`src/adi_pkg.sv`:
```
// Purpose: Shared constants and types of the converter digital interface.
// Assumes: 32-bit Avalon-MM register bus, byte addresses, one word per register.
// Notes:   Offsets are full byte addresses as seen by the bus master.
package adi_pkg;
   localparam int ADI_DW = 32;
   localparam int ADI_AW = 32;
   localparam int ADI_RES_W = 12;
   localparam int ADI_TRIM_W = 10;
   localparam int ADI_NEG_W = 5;
   localparam int ADI_MODE_W = 2;

   // Register byte addresses
   localparam logic [31:0] ADI_OFF_CTRL = 32'hffff0500;
   localparam logic [31:0] ADI_OFF_NEG = 32'hffff0508;
   localparam logic [31:0] ADI_OFF_STA = 32'hffff050c;
   localparam logic [31:0] ADI_OFF_RES = 32'hffff0510;
   localparam logic [31:0] ADI_OFF_IRST = 32'hffff0514;
   localparam logic [31:0] ADI_OFF_GN = 32'hffff0530;
   localparam logic [31:0] ADI_OFF_OF = 32'hffff0534;
   localparam logic [31:0] ADI_OFF_ISTA = 32'hffff0540;
   localparam logic [31:0] ADI_OFF_IMSK = 32'hffff0544;

   // Reset values
   localparam logic [9:0] ADI_GN_RST = 10'h200;
   localparam logic [9:0] ADI_OF_RST = 10'h200;
   localparam logic [4:0] ADI_NEG_RST = 5'h00;
   localparam logic [11:0] ADI_RES_RST = 12'h000;
   localparam logic [31:0] ADI_ZERO = 32'h00000000;

   // Control register fields
   localparam int ADI_CTRL_START = 0;
   localparam int ADI_CTRL_PINEN = 1;
   localparam int ADI_CTRL_MODE_LSB = 2;
   localparam int ADI_CTRL_MODE_MSB = 3;
   localparam int ADI_CTRL_EXTEN = 4;

   // Status, interrupt and channel fields
   localparam int ADI_STA_READY = 0;
   localparam int ADI_IRQ_DONE = 0;
   localparam logic [4:0] ADI_NEG_LAST_PIN = 5'h0f;
   localparam logic [4:0] ADI_NEG_INTREF = 5'h10;

   typedef enum logic [1:0] {
      ADI_MODE_SINGLE = 2'h0,
      ADI_MODE_DIFF = 2'h1,
      ADI_MODE_PSEUDO = 2'h2
   } adi_mode_t;

   typedef enum logic [1:0] {
      ADI_SEQ_IDLE = 2'h0,
      ADI_SEQ_CONV = 2'h1,
      ADI_SEQ_DONE = 2'h3
   } adi_seq_state_t;

   // Timing
   localparam int ADI_CLK_PERIOD_PS = 8000;
   localparam int ADI_CONV_TIME_NS = 1000;
   localparam int ADI_PS_PER_NS = 1000;
endpackage

```
`src/adi_top.sv`:
```
// Purpose: Register interface of the successive-approximation converter.
// Assumes: Avalon-MM slave with waitrequest, byte addresses, REF_CLK at 125 MHz.
// Notes:   Waitrequest idles high; each access is answered one cycle after it starts.
//
// Added by the designer: the Avalon-MM register port.
`timescale 1ns/1ps
module adi_top
   import adi_pkg::*;
#(
   parameter int CONV_TIME_NS = ADI_CONV_TIME_NS
) (
   input wire logic REF_CLK,
   input wire logic RST,
   input wire logic [ADI_AW-1:0] AVS_ADDRESS,
   input wire logic AVS_READ,
   input wire logic AVS_WRITE,
   input wire logic [ADI_DW-1:0] AVS_WRITEDATA,
   input wire logic [3:0] AVS_BYTEENABLE,
   output logic [ADI_DW-1:0] AVS_READDATA,
   output logic AVS_WAITREQUEST,
   input wire logic CONV_START_PIN,
   input wire logic [ADI_RES_W-1:0] ANALOG_CODE,
   output logic ADC_BUSY,
   output logic PORT0_LINE5_OUT,
   output logic PORT0_LINE5_OE,
   output logic IRQ,
   output logic [ADI_NEG_W-1:0] NEG_CHANNEL,
   output logic [ADI_MODE_W-1:0] INPUT_MODE,
   output logic [ADI_TRIM_W-1:0] GAIN_TRIM,
   output logic [ADI_TRIM_W-1:0] OFFSET_TRIM
);

   // Merge write data into an old word under the byte enables
   function automatic logic [31:0] be_merge(
      input logic [31:0] old_val,
      input logic [31:0] new_val,
      input logic [3:0] be
   );
      logic [31:0] m;
      m = old_val;
      for (int i = 0; i < 4; i++) begin
         if (be[i]) begin
            m[i*8 +: 8] = new_val[i*8 +: 8];
         end
      end
      return m;
   endfunction

   // Only pins 0..15 and the internal reference are usable codes
   function automatic logic neg_code_ok(input logic [4:0] code);
      return (code <= ADI_NEG_LAST_PIN) || (code == ADI_NEG_INTREF);
   endfunction

   function automatic logic mode_ok(input logic [1:0] m);
      return (m == ADI_MODE_SINGLE) || (m == ADI_MODE_DIFF) || (m == ADI_MODE_PSEUDO);
   endfunction

   // Full-word match; every register owns one aligned word
   function automatic logic addr_hit(input logic [31:0] a, input logic [31:0] off);
      return a == off;
   endfunction

   // Sticky flag update: a set in the same edge beats the clear
   function automatic logic sticky_next(input logic set, input logic clr, input logic cur);
      return set | (cur & ~clr);
   endfunction

   // Bus handshake state
   logic wait_reg;
   logic [31:0] rdata_reg;
   logic acc;
   logic req;
   logic wr_acc;
   logic rd_acc;
   logic sel_ctrl;
   logic sel_neg;
   logic sel_res;
   logic sel_irst;
   logic sel_gn;
   logic sel_of;
   logic sel_ista;
   logic sel_imsk;
   logic ista_clr;
   logic imsk_wr;

   // Register contents
   logic pinen_reg;
   logic exten_reg;
   logic [1:0] mode_reg;
   logic [4:0] neg_reg;
   logic ready_reg;
   logic [9:0] gain_reg;
   logic [9:0] offs_reg;
   logic ista_reg;
   logic imsk_reg;
   logic irq_reg;
   logic pin_out_reg;

   // Synchronisers for pins
   logic ext_s1_reg;
   logic ext_s2_reg;
   logic ext_prev_reg;
   logic [11:0] code_s1_reg;
   logic [11:0] code_s2_reg;

   // Sequencer links
   logic soft_rst;
   logic start_sw;
   logic start_ext;
   logic seq_busy;
   logic seq_done;
   logic [11:0] seq_result;
   logic [31:0] ctrl_word;
   logic [31:0] neg_wr;
   logic [31:0] ctrl_wr;
   logic [31:0] gn_wr;
   logic [31:0] of_wr;
   logic [31:0] rd_mux;

   assign req = AVS_READ | AVS_WRITE;
   assign acc = req & ~wait_reg;
   assign wr_acc = acc & AVS_WRITE;
   assign rd_acc = acc & AVS_READ;

   // Register selects, decoded once for every writer
   assign sel_ctrl = addr_hit(AVS_ADDRESS, ADI_OFF_CTRL);
   assign sel_neg = addr_hit(AVS_ADDRESS, ADI_OFF_NEG);
   assign sel_res = addr_hit(AVS_ADDRESS, ADI_OFF_RES);
   assign sel_irst = addr_hit(AVS_ADDRESS, ADI_OFF_IRST);
   assign sel_gn = addr_hit(AVS_ADDRESS, ADI_OFF_GN);
   assign sel_of = addr_hit(AVS_ADDRESS, ADI_OFF_OF);
   assign sel_ista = addr_hit(AVS_ADDRESS, ADI_OFF_ISTA);
   assign sel_imsk = addr_hit(AVS_ADDRESS, ADI_OFF_IMSK);
   assign ista_clr = wr_acc && sel_ista && AVS_BYTEENABLE[0] && AVS_WRITEDATA[ADI_IRQ_DONE];
   assign imsk_wr = wr_acc && sel_imsk && AVS_BYTEENABLE[0];

   assign soft_rst = wr_acc && sel_irst;

   assign ctrl_word = {27'h0000000, exten_reg, mode_reg, pinen_reg, 1'b0};
   assign ctrl_wr = be_merge(ctrl_word, AVS_WRITEDATA, AVS_BYTEENABLE);
   assign neg_wr = be_merge({27'h0000000, neg_reg}, AVS_WRITEDATA, AVS_BYTEENABLE);
   assign gn_wr = be_merge({22'h000000, gain_reg}, AVS_WRITEDATA, AVS_BYTEENABLE);
   assign of_wr = be_merge({22'h000000, offs_reg}, AVS_WRITEDATA, AVS_BYTEENABLE);

   // Start strobe is self-clearing; it never stores
   assign start_sw = wr_acc && sel_ctrl && AVS_BYTEENABLE[0]
                     && AVS_WRITEDATA[ADI_CTRL_START];
   assign start_ext = exten_reg & ext_s2_reg & ~ext_prev_reg;

   adi_conv_seq #(
      .CONV_TIME_NS(CONV_TIME_NS)
   ) u_seq (
      .clk(REF_CLK),
      .rst(RST),
      .clr(soft_rst),
      .start(start_sw | start_ext),
      .sample(code_s2_reg),
      .busy(seq_busy),
      .done(seq_done),
      .result(seq_result)
   );

   // Start pin: two stages, then an edge detector idling low like the pin
   always_ff @(posedge REF_CLK or posedge RST) begin
      if (RST) begin
         ext_s1_reg <= 1'b0;
         ext_s2_reg <= 1'b0;
         ext_prev_reg <= 1'b0;
      end else begin
         ext_s1_reg <= CONV_START_PIN;
         ext_s2_reg <= ext_s1_reg;
         ext_prev_reg <= ext_s2_reg;
      end
   end

   // Code bus is held by the core over a conversion, so its bits settle together
   always_ff @(posedge REF_CLK or posedge RST) begin
      if (RST) begin
         code_s1_reg <= ADI_RES_RST;
         code_s2_reg <= ADI_RES_RST;
      end else begin
         code_s1_reg <= ANALOG_CODE;
         code_s2_reg <= code_s1_reg;
      end
   end

   // Read multiplexer
   always_comb begin
      rd_mux = ADI_ZERO;
      case (AVS_ADDRESS)
         ADI_OFF_CTRL: rd_mux = ctrl_word;
         ADI_OFF_NEG: rd_mux = {27'h0000000, neg_reg};
         ADI_OFF_STA: rd_mux = {31'h00000000, ready_reg};
         ADI_OFF_RES: rd_mux = {20'h00000, seq_result};
         ADI_OFF_GN: rd_mux = {22'h000000, gain_reg};
         ADI_OFF_OF: rd_mux = {22'h000000, offs_reg};
         ADI_OFF_ISTA: rd_mux = {31'h00000000, ista_reg};
         ADI_OFF_IMSK: rd_mux = {31'h00000000, imsk_reg};
         default: rd_mux = ADI_ZERO;
      endcase
   end

   // Waitrequest idles high; drops for one cycle with data ready
   always_ff @(posedge REF_CLK or posedge RST) begin
      if (RST) begin
         wait_reg <= 1'b1;
         rdata_reg <= ADI_ZERO;
      end else if (acc) begin
         wait_reg <= 1'b1;
      end else if (req) begin
         wait_reg <= 1'b0;
         // Captured one edge early; a result landing later sets the flag again
         rdata_reg <= rd_mux;
      end
   end

   // Control: busy pin enable, external start enable, input mode
   always_ff @(posedge REF_CLK or posedge RST) begin
      if (RST) begin
         pinen_reg <= 1'b0;
         exten_reg <= 1'b0;
         mode_reg <= ADI_MODE_SINGLE;
      end else if (soft_rst) begin
         pinen_reg <= 1'b0;
         exten_reg <= 1'b0;
         mode_reg <= ADI_MODE_SINGLE;
      end else if (wr_acc && sel_ctrl) begin
         pinen_reg <= ctrl_wr[ADI_CTRL_PINEN];
         exten_reg <= ctrl_wr[ADI_CTRL_EXTEN];
         // Reserved mode code keeps the previous mode
         if (mode_ok(ctrl_wr[ADI_CTRL_MODE_MSB:ADI_CTRL_MODE_LSB])) begin
            mode_reg <= ctrl_wr[ADI_CTRL_MODE_MSB:ADI_CTRL_MODE_LSB];
         end
      end
   end

   // Negative channel select
   always_ff @(posedge REF_CLK or posedge RST) begin
      if (RST) begin
         neg_reg <= ADI_NEG_RST;
      end else if (soft_rst) begin
         neg_reg <= ADI_NEG_RST;
      end else if (wr_acc && sel_neg) begin
         // Reserved codes are dropped so the mux never sees them
         if (neg_code_ok(neg_wr[4:0])) begin
            neg_reg <= neg_wr[4:0];
         end
      end
   end

   // Ready flag: a completing conversion wins over the read clear
   always_ff @(posedge REF_CLK or posedge RST) begin
      if (RST) begin
         ready_reg <= 1'b0;
      end else if (soft_rst) begin
         ready_reg <= 1'b0;
      end else if (seq_done) begin
         ready_reg <= 1'b1;
      end else if (rd_acc && sel_res) begin
         ready_reg <= 1'b0;
      end
   end

   // Calibration trims
   always_ff @(posedge REF_CLK or posedge RST) begin
      if (RST) begin
         gain_reg <= ADI_GN_RST;
         offs_reg <= ADI_OF_RST;
      end else if (soft_rst) begin
         gain_reg <= ADI_GN_RST;
         offs_reg <= ADI_OF_RST;
      end else if (wr_acc && sel_gn) begin
         gain_reg <= gn_wr[ADI_TRIM_W-1:0];
      end else if (wr_acc && sel_of) begin
         offs_reg <= of_wr[ADI_TRIM_W-1:0];
      end
   end

   // Sticky interrupt status, write one to clear, set wins
   always_ff @(posedge REF_CLK or posedge RST) begin
      if (RST) begin
         ista_reg <= 1'b0;
      end else if (soft_rst) begin
         ista_reg <= 1'b0;
      end else if (seq_done) begin
         ista_reg <= 1'b1;
      end else if (ista_clr) begin
         ista_reg <= 1'b0;
      end
   end

   always_ff @(posedge REF_CLK or posedge RST) begin
      if (RST) begin
         imsk_reg <= 1'b0;
      end else if (soft_rst) begin
         imsk_reg <= 1'b0;
      end else if (imsk_wr) begin
         imsk_reg <= AVS_WRITEDATA[ADI_IRQ_DONE];
      end
   end

   // Request follows the next status and mask, so it rises with the ready flag
   always_ff @(posedge REF_CLK or posedge RST) begin
      if (RST) begin
         irq_reg <= 1'b0;
      end else if (soft_rst) begin
         irq_reg <= 1'b0;
      end else begin
         irq_reg <= sticky_next(seq_done, ista_clr, ista_reg)
                    & (imsk_wr ? AVS_WRITEDATA[ADI_IRQ_DONE] : imsk_reg);
      end
   end

   // Pin copy of busy lags the busy output by one cycle
   always_ff @(posedge REF_CLK or posedge RST) begin
      if (RST) begin
         pin_out_reg <= 1'b0;
      end else begin
         pin_out_reg <= pinen_reg & seq_busy;
      end
   end

   assign AVS_READDATA = rdata_reg;
   assign AVS_WAITREQUEST = wait_reg;
   assign ADC_BUSY = seq_busy;
   assign PORT0_LINE5_OUT = pin_out_reg;
   assign PORT0_LINE5_OE = pinen_reg;
   assign IRQ = irq_reg;
   assign NEG_CHANNEL = neg_reg;
   assign INPUT_MODE = mode_reg;
   assign GAIN_TRIM = gain_reg;
   assign OFFSET_TRIM = offs_reg;

endmodule

```
`src/adi_conv_seq.sv`:
```
// Purpose: Conversion sequencer: busy window, end-of-conversion pulse, result capture.
// Assumes: Sampled code is already synchronised and stable at the end of a conversion.
// Notes:   Clear aborts a running conversion and empties the result.
`timescale 1ns/1ps
module adi_conv_seq
   import adi_pkg::*;
#(
   parameter int CONV_TIME_NS = ADI_CONV_TIME_NS
) (
   input wire logic clk,
   input wire logic rst,
   input wire logic clr,
   input wire logic start,
   input wire logic [ADI_RES_W-1:0] sample,
   output logic busy,
   output logic done,
   output logic [ADI_RES_W-1:0] result
);
   // Least time, rounded up to whole cycles
   localparam int CONV_CYC_RAW =
      (CONV_TIME_NS * ADI_PS_PER_NS + ADI_CLK_PERIOD_PS - 1) / ADI_CLK_PERIOD_PS;
   localparam int CONV_CYC = (CONV_CYC_RAW < 1) ? 1 : CONV_CYC_RAW;
   localparam int CW = $clog2(CONV_CYC + 1);
   localparam logic [CW-1:0] CNT_LAST = CW'(CONV_CYC - 1);
   localparam logic [CW-1:0] CNT_ZERO = '0;
   localparam logic [CW-1:0] CNT_ONE = CW'(1);

   adi_seq_state_t state_reg;
   logic [CW-1:0] cnt_reg;

   always_ff @(posedge clk or posedge rst) begin
      if (rst) begin
         state_reg <= ADI_SEQ_IDLE;
         cnt_reg <= '0;
      end else if (clr) begin
         state_reg <= ADI_SEQ_IDLE;
         cnt_reg <= '0;
      end else begin
         case (state_reg)
            ADI_SEQ_IDLE: begin
               cnt_reg <= CNT_ZERO;
               if (start) begin
                  state_reg <= ADI_SEQ_CONV;
               end
            end
            ADI_SEQ_CONV: begin
               cnt_reg <= cnt_reg + CNT_ONE;
               if (cnt_reg == CNT_LAST) begin
                  state_reg <= ADI_SEQ_DONE;
               end
            end
            ADI_SEQ_DONE: begin
               state_reg <= ADI_SEQ_IDLE;
            end
            default: begin
               state_reg <= ADI_SEQ_IDLE;
            end
         endcase
      end
   end

   // Busy high for the whole conversion, low in the cycle it ends
   always_ff @(posedge clk or posedge rst) begin
      if (rst) begin
         busy <= 1'b0;
      end else if (clr) begin
         busy <= 1'b0;
      end else if (state_reg == ADI_SEQ_IDLE && start) begin
         busy <= 1'b1;
      end else if (state_reg == ADI_SEQ_CONV && cnt_reg == CNT_LAST) begin
         busy <= 1'b0;
      end
   end

   always_ff @(posedge clk or posedge rst) begin
      if (rst) begin
         done <= 1'b0;
         result <= ADI_RES_RST;
      end else if (clr) begin
         done <= 1'b0;
         result <= ADI_RES_RST;
      end else begin
         done <= (state_reg == ADI_SEQ_CONV && cnt_reg == CNT_LAST);
         if (state_reg == ADI_SEQ_CONV && cnt_reg == CNT_LAST) begin
            result <= sample;
         end
      end
   end
endmodule

```
`config.mk`:
```
export PLATFORM = sky130hd
export DESIGN_NAME = adi_top
export DESIGN_NICKNAME = d
export VERILOG_FILES = /design/src/adi_pkg.sv /design/src/adi_top.sv /design/src/adi_conv_seq.sv
export SDC_FILE = /design/constraint.sdc
export NUM_CORES = 1
export LEC_CHECK = 0
export BUFFER_PORTS_ARGS = -buffer_cell sky130_fd_sc_hd__buf_2
export CORE_ASPECT_RATIO = 1.1
export CORE_UTILIZATION = 45
export CTS_CLUSTER_DIAMETER = 200
export DETAILED_ROUTE_END_ITERATION = 10
export PLACE_DENSITY = 0.73
export SYNTH_ARGS = -nofsm -noshare
export SYNTH_HDL_FRONTEND = slang
export SYNTH_SLANG_ARGS = --single-unit
```
`constraint.sdc`:
```
create_clock -name REF_CLK -period 4.7 [get_ports REF_CLK]
set_input_delay 0.705 -clock REF_CLK [delete_from_list [all_inputs] [get_ports REF_CLK]]
set_output_delay 0.705 -clock REF_CLK [all_outputs]
set_load 0.005 [all_outputs]
```
==> flow_summary.json <==
{
  "track_usage": 0.224,
  "areaGrowthSynthToFinish_pct": 17.1,
  "synth.distinct_cells": 51,
  "cts_setup_buffers": 0,
  "cts.sinks": 97,
  "rsz0062_at_grt": "no",
  "grt_antenna_before_repair": 0,
  "cts_tree": "yes",
  "fin_crit_sh": 0.601,
  "drive_gt1_frac": 0.273,
  "leakage_nw": 2.55,
  "drc": 0,
  "hp-class": "reg -> reg",
  "fp.dieH_um": 105,
  "async_reset_ff_frac": 1.00,
  "drt_iter0_markers": 305,
  "nFillCells": 859,
  "synth_area_leader_cell": "dfrtp_1",
  "yosysMostFrequentCell": "dfrtp_1",
  "num_vias": 3398,
  "finish.utilization": 0.544,
  "worstMarginPinSlew_ns": 1.20,
  "finish.net_count": 580,
  "crit_fanout": 11,
  "buffer_ports.inserted": 104,
  "status": "completed",
  "post-dp-hpwl_mm": 7.52,
  "htreeDepth": 3,
  "cpLargestDelayFamily": "simple AND/OR/NAND/NOR gates",
  "cts_buffers": 9,
  "ys.flop_type": "dfrtp_1",
  "grt_pass1_vias": 3228,
  "cts_root_buf": "clkbuf_8",
  "reg2reg_depth": 5,
  "synth_seq_area_share": 0.557,
  "min_to": "code_s2_reg[8]$_DFF_PP0_",
  "synthTopCellsByArea": "dfrtp_1 54%, mux2i_1 6.7%, nor2_1 4.0%",
  "hold_viol": 0,
  "drv_cap": 0,
  "p_total_mw": 1.57,
  "synth_common_cells": "94 x dfrtp_1, 46 x nor2_1, 29 x mux2i_1, 26 x nand2_1, 21 x buf_4",
  "synth_seq_cells": 97,
  "yosysWarnings": 0,
  "syn_avg_cell_area_um2": 11.0,
  "dr.pass1.iters": 5,
  "ff_latch_area_um2": 2430,
  "skew_ns": 0.00849,
  "initial_core_util": 0.464,
  "slew_violations": 0,
  "clk-insertion-delay-late_ns": 0.37,
  "drt-total-wl_mm": 10.6,
  "clk_pin_slew_ns": 0.10,
  "io_pins": 149,
  "critical_path.max_stage_delay_ns": 0.67,
  "antenna_left": 0,
  "end_kind": "flip-flop",
  "crit_buf_inv": 1,
  "yosysTopAreaCellShare": 0.539,
  "die_w_um": 95.9,
  "grt_pass1_wl_mm": 16.8,
  "synth_area_um2": 4360,
  "synthCells": 395,
  "clock.fmax_mhz": 354,
  "r2r_start": "AVS_WAITREQUEST$_DFFE_PP1P_",
  "multiInputGateArea_um2": 1760,
  "grt_max_degree": 63,
  "slowest_stage": "nand4_1",
  "critical_path_class": "in -> reg",
  "gp_congestion": 0.861,
  "peakVddDrop_v": 0.000187,
  "cts_resized": 0,
  "vias_per_cell": 5.53,
  "overflow": 0,
  "hp-start": "code_s1_reg[8]$_DFF_PP0_",
  "wl_per_cell_um": 17.2,
  "setup_viol": 0,
  "cp-start-kind": "input port",
  "rr_endpoint": "u_seq.busy$_DFFE_PP0P_",
  "cts.path.max_buffers": 2,
  "design.die.area_um2": 10100,
  "slew_headroom": 0.191,
  "fin_crit_ns": 2.82,
  "tns_ns": 0,
  "regToRegSetupSlack_ns": 2.39,
  "core_area_um2": 9400,
  "cp.required_ns": 4.94,
  "num_rows": 37,
  "cp_cell_sequence": "buf_2, nor4b_1, and2_1, nand4_1, mux2i_1, nor2_1",
  "diodes": 0,
  "p_per_area_nw_per_um2": 307,
  "cts_hold_buf": 0,
  "hold_path_depth": 0,
  "worstPathArrival_ns": 3.07,
  "synth-edff-count": 0
}
==> layout make-up <==
| type | instances | share of cell area |
|---|---|---|
| flip-flops and latches | 97 | 0.476 |
| multi-input cells | 275 | 0.344 |
| repair buffers | 106 | 0.105 |
| clock buffers | 12 | 0.0323 |
| well taps | 117 | 0.0286 |
| clock inverters | 4 | 0.0110 |
| inverters | 4 | 0.00318 |
==> report_power, final <==
part / internal (mW) / total (mW) / switching (mW)
clock: 0.294 / 0.586 / 0.292
combinational: 0.0380 / 0.115 / 0.0767
sequential: 0.854 / 0.867 / 0.0129
total: 1.19 / 1.57 / 0.381
==> how the worst max path moves through the flow <==
| stage | slack, ns | from | end | cells after the start |
|---|---|---|---|---|
| 6_report | 1.88 | AVS_ADDRESS[1] | OFFSET_TRIM[1]$_DFFE_PP0P_ | 6 |
| 5_1_grt | 1.78 | AVS_ADDRESS[1] | OFFSET_TRIM[0]$_DFFE_PP0P_ | 6 |
| 4_1_cts | 1.96 | AVS_ADDRESS[1] | OFFSET_TRIM[1]$_DFFE_PP0P_ | 6 |
| 3_5_place_dp | 1.60 | AVS_ADDRESS[1] | OFFSET_TRIM[1]$_DFFE_PP0P_ | 6 |
| 3_3_place_gp | 1.62 | AVS_ADDRESS[1] | OFFSET_TRIM[4]$_DFFE_PP0P_ | 6 |
| 2_1_floorplan | 1.47 | RST | AVS_READDATA[0]$_DFFE_PP0P_ | 1 |
==> cell families (layout without fill, tap and decap cells) <==
| family | Yosys count | in the layout | synth area share |
|---|---|---|---|
| AO/OA/AOI/OAI | 76 | 76 | 0.127 |
| adder cells (fa/ha/maj) | 2 | 2 | 0.00573 |
| other | 1 | 20 | 0.000859 |
| multiplexers | 31 | 31 | 0.0717 |
| XOR/XNOR | 1 | 1 | 0.00201 |
| buffers and inverters | 42 | 126 | 0.0559 |
| AND/OR/NAND/NOR | 145 | 145 | 0.180 |
| flip-flops | 97 | 97 | 0.557 |
==> through the flow <==
stage / instance area (um2) / worst slack, ns / instances / hold WS, ns
2_1_floorplan: 4440 / 1.47 / 414 / 0.331
3_3_place_gp: 4890 / 1.62 / 599 / 0.333
3_5_place_dp: 4890 / 1.60 / 599 / 0.335
4_1_cts: 5110 / 1.96 / 615 / 0.355
5_1_grt: 5110 / 1.78 / 615 / 0.361
6_report: 5110 / 1.88 / 615 / 0.351
==> cells in the final DEF, fill, tap and decap left out, drive strengths merged, types with 2 or more instances in the layout <==
| master | count |
|---|---|
| inv | 5 |
| nor4b | 5 |
| and2 | 5 |
| nand4b | 2 |
| o32ai | 2 |
| a221oi | 4 |
| nand2 | 26 |
| nor2b | 6 |
| a21oi | 4 |
| a31oi | 2 |
| dfstp | 3 |
| conb | 20 |
| mux2i | 29 |
| o21a | 2 |
| nor3 | 8 |
| nand4 | 9 |
| nand3 | 7 |
| clkbuf | 12 |
| buf | 106 |
| o2bb2ai | 4 |
| and3 | 7 |
| a22oi | 15 |
| mux2 | 2 |
| dfrtp | 94 |
| ha | 2 |
| a21o | 2 |
| a22o | 17 |
| and4 | 3 |
| or4 | 3 |
| clkinv | 2 |
| o21ai | 18 |
| nor2 | 47 |
| nand2b | 5 |
| nor4 | 7 |
==> metal layers <==
metal	vias up	GRT usage	part of all wire
met5	-	0	0
met4	0	0.0938	0.021
met1	1660	0.313	0.43
met3	18	0.0440	0.072
met2	129	0.341	0.48
li1	1591	-	-
No activity file was read; power rests on OpenSTA's default activity.
